## config.mk

```make
export PLATFORM = sky130hd
export DESIGN_NAME = fcfl_flags
export DESIGN_NICKNAME = d
export VERILOG_FILES = /design/src/hw/fcfl_pkg.sv /design/src/hw/fcfl_ptr_if.sv /design/src/hw/fcfl_flags.sv /design/src/hw/fcfl_gray_sync.sv
export SDC_FILE = /design/constraint.sdc
export NUM_CORES = 1
export LEC_CHECK = 0
export ABC_AREA = 1
export ABC_CLOCK_PERIOD_IN_PS = 6000
export BUFFER_PORTS_ARGS = -buffer_cell sky130_fd_sc_hd__buf_2
export CAP_MARGIN = 10
export CORE_MARGIN = 1
export CORE_UTILIZATION = 60
export CTS_CLUSTER_DIAMETER = 50
export DETAILED_ROUTE_END_ITERATION = 10
export PLACE_DENSITY = 0.81
export SYNTH_ARGS = -nofsm -noshare
export SYNTH_HDL_FRONTEND = slang
export SYNTH_SLANG_ARGS = --single-unit
```

## constraint.sdc

```tcl
create_clock -name CLOCK_I -period 6 [get_ports CLOCK_I]
set_input_delay 1.2 -clock CLOCK_I [delete_from_list [all_inputs] [get_ports CLOCK_I]]
set_output_delay 1.2 -clock CLOCK_I [all_outputs]
set_load 0.01 [all_outputs]
```

## src/hw/fcfl_pkg.sv

```systemverilog
/*
 fcfl_pkg: shared constants of the fifo flag and counter logic.
 assumes: imported whole by every fifo flag module.
*/
`default_nettype none
package fcfl_pkg;
   // widths of the address counters and threshold inputs
   localparam int PTR_W = 12;
   localparam int THR_W = 12;
   // width of the bit-count arithmetic; holds depth times word width
   localparam int BITCNT_W = 16;
   // default geometry: 512 words of 9 bits
   localparam int DEF_DEPTH_LOG2 = 9;
   localparam int DEF_WORD_BITS = 9;
   // synchroniser length between the write and read sides
   localparam int SYNC_STAGES = 2;
   // reset values
   localparam logic [PTR_W-1:0] PTR_RST = 12'h000;
   localparam logic FULL_RST = 1'b0;
   localparam logic EMPTY_RST = 1'b1;
   localparam logic ALMOST_FULL_FLAG_RST = 1'b0;
   localparam logic ALMOST_EMPTY_FLAG_RST = 1'b1;
endpackage
`default_nettype wire

```

## src/hw/fcfl_ptr_if.sv

```systemverilog
/*
 fcfl_ptr_if: carries one gray-coded pointer into the other side and
 its synchronised binary copy back.
 assumes: launch side drives gray from a flip-flop.
*/
`timescale 1ns/10ps
`default_nettype none
interface fcfl_ptr_if #(
   parameter int W = 10
);
   logic [W-1:0] gray;
   logic [W-1:0] bin;
   modport launch (
      output gray,
      input bin
   );
   modport catch (
      input gray,
      output bin
   );
endinterface
`default_nettype wire

```

## src/hw/fcfl_flags.sv

```systemverilog
/*
 fcfl_flags: address counters and full, empty, almost-full and
 almost-empty flags of a fifo, with halt controls on both counters.
 assumes: write and read user logic run on CLOCK_I; storage array sits
 outside and uses the pointers as addresses; depth is a power of two.
*/
`timescale 1ns/10ps
`default_nettype none
// Functional notes
// - empty halt high and empty set: read counter stops advancing.
// - full halt high and full set: write counter stops advancing.
// - full flag rises when nothing more can be written; write side.
// - full blocks further writes at once; no overflow while full halt is high.
// - full compares against synchronised read pointer; clears two edges late.
// - empty flag rises when nothing more can be read; read side.
// - empty blocks further reads at once; no underflow while empty halt is high.
// - empty compares against synchronised write pointer; clears two edges late.
// - independent 12-bit write and read counters, plus one per operation.
// - counters start at zero, reach depth minus one, wrap to zero.
// - almost-full high while write minus read reaches the threshold.
// - almost-empty high while write minus read is at most threshold.
// - thresholds count data bits, not words.
// - almost-full stays high until difference falls below threshold.
// - empty halt low: read counter runs past empty and wraps.
module fcfl_flags
   import fcfl_pkg::*;
#(
   parameter int DEPTH_LOG2 = DEF_DEPTH_LOG2,
   parameter int WORD_BITS = DEF_WORD_BITS
) (
   input wire logic CLOCK_I,
   input wire logic RST_I,
   input wire logic WRITE_REQ_I,
   input wire logic READ_REQ_I,
   input wire logic FULL_HALT_I,
   input wire logic EMPTY_HALT_I,
   input wire logic [THR_W-1:0] ALMOST_FULL_THRESHOLD_I,
   input wire logic [THR_W-1:0] ALMOST_EMPTY_THRESHOLD_I,
   output logic [PTR_W-1:0] WRITE_POINTER_O,
   output logic [PTR_W-1:0] READ_POINTER_O,
   output logic WRITE_ACCEPT_O,
   output logic READ_ACCEPT_O,
   output logic FULL_O,
   output logic EMPTY_O,
   output logic ALMOST_FULL_O,
   output logic ALMOST_EMPTY_O
);
   // one extra wrap bit tells full from empty
   localparam int PW = DEPTH_LOG2 + 1;
   localparam logic [BITCNT_W-1:0] WORD_BITS_C = BITCNT_W'(WORD_BITS);

   // write side state
   logic [PW-1:0] wr_ptr_q;
   logic [PW-1:0] wr_ptr_d;
   logic [PW-1:0] wr_gray_q;
   logic full_q;
   logic full_d;
   logic almost_full_flag_q;
   logic almost_full_flag_d;
   logic wr_accept_q;

   // read side state
   logic [PW-1:0] rd_ptr_q;
   logic [PW-1:0] rd_ptr_d;
   logic [PW-1:0] rd_gray_q;
   logic empty_q;
   logic empty_d;
   logic almost_empty_flag_q;
   logic almost_empty_flag_d;
   logic rd_accept_q;

   // pointer crossings
   fcfl_ptr_if #(.W(PW)) wr_xing ();
   fcfl_ptr_if #(.W(PW)) rd_xing ();

   fcfl_gray_sync #(
      .W(PW)
   ) u_wr_to_rd (
      .clk_i(CLOCK_I),
      .rst_i(RST_I),
      .ptr(wr_xing.catch)
   );

   fcfl_gray_sync #(
      .W(PW)
   ) u_rd_to_wr (
      .clk_i(CLOCK_I),
      .rst_i(RST_I),
      .ptr(rd_xing.catch)
   );

   assign wr_xing.gray = wr_gray_q;
   assign rd_xing.gray = rd_gray_q;

   // write side decode
   wire [PW-1:0] rd_seen_w = rd_xing.bin;
   wire wr_take = WRITE_REQ_I && !full_q;
   wire wr_halted = FULL_HALT_I && full_q;
   wire wr_step = WRITE_REQ_I && !wr_halted;
   wire [PW-1:0] wr_full_mark = {~rd_seen_w[PW-1], rd_seen_w[PW-2:0]};
   wire [PW-1:0] wr_fill_words = wr_ptr_d - rd_seen_w;
   wire [BITCNT_W-1:0] wr_fill_bits = BITCNT_W'(BITCNT_W'(wr_fill_words) * WORD_BITS_C);
   wire [BITCNT_W-1:0] almost_full_flag_thr = BITCNT_W'(ALMOST_FULL_THRESHOLD_I);

   // counter wraps naturally at the power-of-two depth
   assign wr_ptr_d = wr_step ? PW'(wr_ptr_q + 1'b1) : wr_ptr_q;
   assign full_d = (wr_ptr_d == wr_full_mark);
   assign almost_full_flag_d = (wr_fill_bits >= almost_full_flag_thr);
   // level compare holds the flag until the fill drops below threshold

   always_ff @(posedge CLOCK_I) begin
      if (RST_I) begin
         wr_ptr_q <= '0;
         wr_gray_q <= '0;
         full_q <= FULL_RST;
         almost_full_flag_q <= ALMOST_FULL_FLAG_RST;
         wr_accept_q <= 1'b0;
      end else begin
         wr_ptr_q <= wr_ptr_d;
         wr_gray_q <= wr_ptr_d ^ (wr_ptr_d >> 1);
         full_q <= full_d;
         almost_full_flag_q <= almost_full_flag_d;
         wr_accept_q <= wr_take;
      end
   end

   // read side decode
   wire [PW-1:0] wr_seen_w = wr_xing.bin;
   wire rd_take = READ_REQ_I && !empty_q;
   wire rd_halted = EMPTY_HALT_I && empty_q;
   // halt low lets the counter run past empty for repeated reads
   wire rd_step = READ_REQ_I && !rd_halted;
   wire [PW-1:0] rd_fill_words = wr_seen_w - rd_ptr_d;
   wire [BITCNT_W-1:0] rd_fill_bits = BITCNT_W'(BITCNT_W'(rd_fill_words) * WORD_BITS_C);
   wire [BITCNT_W-1:0] almost_empty_flag_thr = BITCNT_W'(ALMOST_EMPTY_THRESHOLD_I);

   assign rd_ptr_d = rd_step ? PW'(rd_ptr_q + 1'b1) : rd_ptr_q;
   assign empty_d = (rd_ptr_d == wr_seen_w);
   assign almost_empty_flag_d = (rd_fill_bits <= almost_empty_flag_thr);

   always_ff @(posedge CLOCK_I) begin
      if (RST_I) begin
         rd_ptr_q <= '0;
         rd_gray_q <= '0;
         empty_q <= EMPTY_RST;
         almost_empty_flag_q <= ALMOST_EMPTY_FLAG_RST;
         rd_accept_q <= 1'b0;
      end else begin
         rd_ptr_q <= rd_ptr_d;
         rd_gray_q <= rd_ptr_d ^ (rd_ptr_d >> 1);
         empty_q <= empty_d;
         almost_empty_flag_q <= almost_empty_flag_d;
         rd_accept_q <= rd_take;
      end
   end

   // wrap bit dropped; the upper address bits read as zero
   assign WRITE_POINTER_O = PTR_W'(wr_ptr_q[PW-2:0]);
   assign READ_POINTER_O = PTR_W'(rd_ptr_q[PW-2:0]);
   assign WRITE_ACCEPT_O = wr_accept_q;
   assign READ_ACCEPT_O = rd_accept_q;
   assign FULL_O = full_q;
   assign EMPTY_O = empty_q;
   assign ALMOST_FULL_O = almost_full_flag_q;
   assign ALMOST_EMPTY_O = almost_empty_flag_q;
endmodule // fcfl_flags
`default_nettype wire

```

## src/hw/fcfl_gray_sync.sv

```systemverilog
/*
 fcfl_gray_sync: two-stage synchroniser for a gray pointer, with
 gray to binary decode after the second stage.
 assumes: single clock, synchronous active-high reset.
*/
`timescale 1ns/10ps
`default_nettype none
module fcfl_gray_sync
   import fcfl_pkg::*;
#(
   parameter int W = 10
) (
   input wire logic clk_i,
   input wire logic rst_i,
   fcfl_ptr_if.catch ptr
);
   logic [W-1:0] stage1_q;
   logic [W-1:0] stage2_q;
   logic [W-1:0] bin;

   // first stage feeds only the second
   always_ff @(posedge clk_i) begin
      if (rst_i) begin
         stage1_q <= '0;
         stage2_q <= '0;
      end else begin
         stage1_q <= ptr.gray;
         stage2_q <= stage1_q;
      end
   end

   always_comb begin
      bin[W-1] = stage2_q[W-1];
      for (int i = W - 2; i >= 0; i--) begin
         bin[i] = bin[i+1] ^ stage2_q[i];
      end
   end

   assign ptr.bin = bin;
endmodule // fcfl_gray_sync
`default_nettype wire

```

==> flow_summary.toml <==
[critical_path]
r2r_setup_slack_ns = 0.48
rr_endpoint = "ALMOST_EMPTY_O"
crit_path_end_kind = "flip-flop"
cp_max_fo = 5
reg2reg_from = "u_wr_to_rd.stage2_q[9]"
slowest_stage = "dfxtp_1"
startpoint = "u_wr_to_rd.stage2_q[9]"
rr_worst_depth = 36
arrival_ns = 5.80
endpoint = "ALMOST_EMPTY_O"
cpMostUsedCell = "nand2_1"
required_ns = 6.28
cp-start-kind = "flip-flop"
slowest_delay_ns = 0.43
crit_type = "flip-flop to flip-flop"

[clock_network]
ctsLongestPathBuffers = 2
htreeDepth = 3
tritoncts = "built"
cts-buffers-inserted = 9
ctsHoldBuffers = 0
cts_sinks = 84
clkSlewWorstSetupHoldPaths_ns = 0.10
clkLatencyLatePin_ns = 0.36
cts_root_buf = "clkbuf_8"

[logic_synthesis]
syn_area_um2 = 5660
syn_inst = 776
synth-seq-cells = 84
yosys_warnings = 0
yosysTopAreaCell = "dfxtp_1"
post_synth.cell_area_avg_um2 = 7.29
synth_seq_area_share = 0.297
async_flop_share = 0
synth_edf_count = 0
yosysTopAreaCellShare = 0.297
yosysUniqueCellTypes = 39
synth_area_leaders = "dfxtp_1, ha_1, inv_1, nand2_1, nor2_1"
synthFlopType = "dfxtp_1"

[grt]
overflow = 0
grt_max_degree = 69
grt_pass1_vias = 4739
grtUsageTotal = 0.267
grt_antenna_before_repair = 0
grt_pass1_wl_um = 20700

[finish]
fin_util = 0.677
drive_above_1_share = 0.142
nets = 940
area_growth_pct = 10.1
fin_area_um2 = 6230
stdcell_count = 949
n_antenna_cell = 0

[floorplan]
io_pins = 60
start_util = 0.615
die_w_um = 99.1
die_height_um = 99.1
die-area_um2 = 9820
coreArea_um2 = 9200
core.rowCount = 35

[placed_design]
gp_congestion = 0.923
hpwl_um = 9680
dp.cells = 933
post-place-ws_ns = 0.283
dpl_cell_area_um2 = 6020
port_buffers = 53

[sta]
min_period_over_period = 0.920
worst_pin_slew_ns = 0.668
fin_skew_ns = 0.0199
relSlewSlack = 0.555
hold_ws_ns = 0.398
fin_crit_ns = 5.52
slew_viol_final = 0
final.setup.tns_ns = 0
finalWorstSetupSlack_ns = 0.481
rsz0062_at_grt = "false"
setup_viol = 0
hold_viol_final = 0
fmax_mhz = 181

[run_status]
run_status = "complete, no violations"

[routing]
ant_nets = 0
vias = 4799
drt_pass1_iterations = 5
drc = 0
drt_wl_total_um = 12000
wl_per_cell_um = 12.7
viasPerCell = 5.06
drtIter0Drc = 219

[power_and_ir_drop]
p_leak_nw = 3.36
p_seq_frac = 0.311
netSwitchingPower_uw = 752
vdd_drop_max_mv = 0.342
powerDensity_nw_per_um2 = 305
fin_total_pwr_mw = 1.90
netSwitchingFraction = 0.395
p_int_mw = 1.15
combPwrFrac = 0.469
clockPowerShare = 0.220

[min_path]
hp-class = "flip-flop to flip-flop"

[run]
maxCapViolCount = 0
## state kept, by name (all words and copies together) (netlist names)
register and cells:
FULL_O 1, ALMOST_EMPTY_O 1, u_wr_to_rd.stage2_q 10, rd_ptr_q 10, wr_gray_q 9, EMPTY_O 1
u_rd_to_wr.stage1_q 10, wr_ptr_q 10, u_rd_to_wr.stage2_q 10, WRITE_ACCEPT_O 1, u_wr_to_rd.stage1_q 10, rd_gray_q 9
READ_ACCEPT_O 1, ALMOST_FULL_O 1
## area by class of cell
type | instances | area, µm²
clock inverter | 7 | 80.1
sequential | 84 | 1680
clock buffer | 9 | 124
multi-input combinational | 525 | 3330
fill | 775 | 2970
inverter | 158 | 593
tap | 111 | 139
timing repair buffer | 55 | 280
## critical path, delay by kind of cell, from the launching register on
family	cells	cell delay, ns
buffers and inverters	3	0.19
flip-flops	1	0.43
AND/OR/NAND/NOR	20	1.63
AO/OA/AOI/OAI	6	1.11
XOR/XNOR	2	0.45
adder cells (fa/ha/maj)	5	1.61
## how the worst min path moves through the flow
| stage | start | end | slack [ns] | cells after the start |
|---|---|---|---|---|
| final | u_rd_to_wr.stage1_q[1] | u_rd_to_wr.stage2_q[1] | 0.40 | 2 |
| after global routing | wr_gray_q[2] | u_wr_to_rd.stage1_q[2] | 0.41 | 2 |
| after CTS | wr_gray_q[1] | u_wr_to_rd.stage1_q[1] | 0.41 | 2 |
| after detailed placement | rd_gray_q[8] | u_rd_to_wr.stage1_q[8] | 0.40 | 2 |
| after global placement | rd_gray_q[8] | u_rd_to_wr.stage1_q[8] | 0.39 | 2 |
| after floorplan | rd_gray_q[0] | u_rd_to_wr.stage1_q[0] | 0.39 | 2 |
## placed cells by master (no fill, tap or decap), types with 2 or more instances in the layout
cell / count
a21o_1: 5
a21oi_1: 39
a31oi_1: 4
buf_2: 53
buf_4: 2
clkbuf_8: 9
conb_1: 6
dfxtp_1: 83
fa_1: 4
ha_1: 73
inv_1: 153
inv_2: 5
inv_6: 2
nand2_1: 130
nand2_2: 14
nand2_4: 2
nand3_1: 49
nand3_2: 16
nand3b_1: 3
nand4_1: 8
nor2_1: 81
nor2_2: 2
nor3_1: 7
o21a_1: 2
o21ai_0: 25
o21ai_1: 3
o21ai_2: 2
o21bai_1: 2
o31ai_1: 2
xnor2_1: 16
xor2_1: 21
## cell families (layout without fill, tap and decap cells)
kind of cell	Yosys count	after routing	share of synthesized area
simple gates	315	315	0.257
compound gates	88	88	0.0889
xor+xnor	39	39	0.0630
flops	84	84	0.297
other cells	1	6	0.000663
fa+ha+maj	77	77	0.176
buf+inv	172	229	0.118
## Yosys cell counts (2+ instances only)
library cell,count
a31oi_1,4
inv_2,5
nor2_2,2
dfxtp_1,84
buf_1,4
a21oi_1,39
xnor2_1,16
o21a_1,2
o21ai_0,25
nand4_1,8
nand3b_1,3
a21o_1,5
fa_1,4
clkbuf_1,4
xor2_1,21
o31ai_1,2
o21ai_1,4
nor3_1,7
ha_1,73
inv_1,153
nand3_1,49
nand3_2,16
nand2_2,14
o21bai_1,2
nand2_4,2
nand2_1,130
nor2_1,81
buf_4,6
## timing repair
action                                  CTS  global route
buffers inserted                          0             0
gates resized for setup                   0             2
endpoints found under the setup margin    0             1
## power groups by stage
| stage | Combinational [mW] | Clock, mW | Sequential, mW |
|---|---|---|---|
| 3_3_place_gp | 0.840 | 0 | 0.605 |
| 3_5_place_dp | 0.887 | 0 | 0.605 |
| 2_1_floorplan | 0.681 | 0 | 0.608 |
| 4_1_cts | 0.894 | 0.423 | 0.592 |
| 6_report | 0.892 | 0.418 | 0.592 |
| 5_1_grt | 1.03 | 0.451 | 0.595 |
## metal layers
layer | vias to the layer above | routed length, µm | global-route usage
met5 | - | 0 | 0
met4 | 0 | 310 | 0.102
met3 | 26 | 420 | 0.0436
met2 | 98 | 6110 | 0.510
met1 | 2129 | 5180 | 0.294
li1 | 2546 | - | -
No activity file was read; power rests on OpenSTA's default activity.
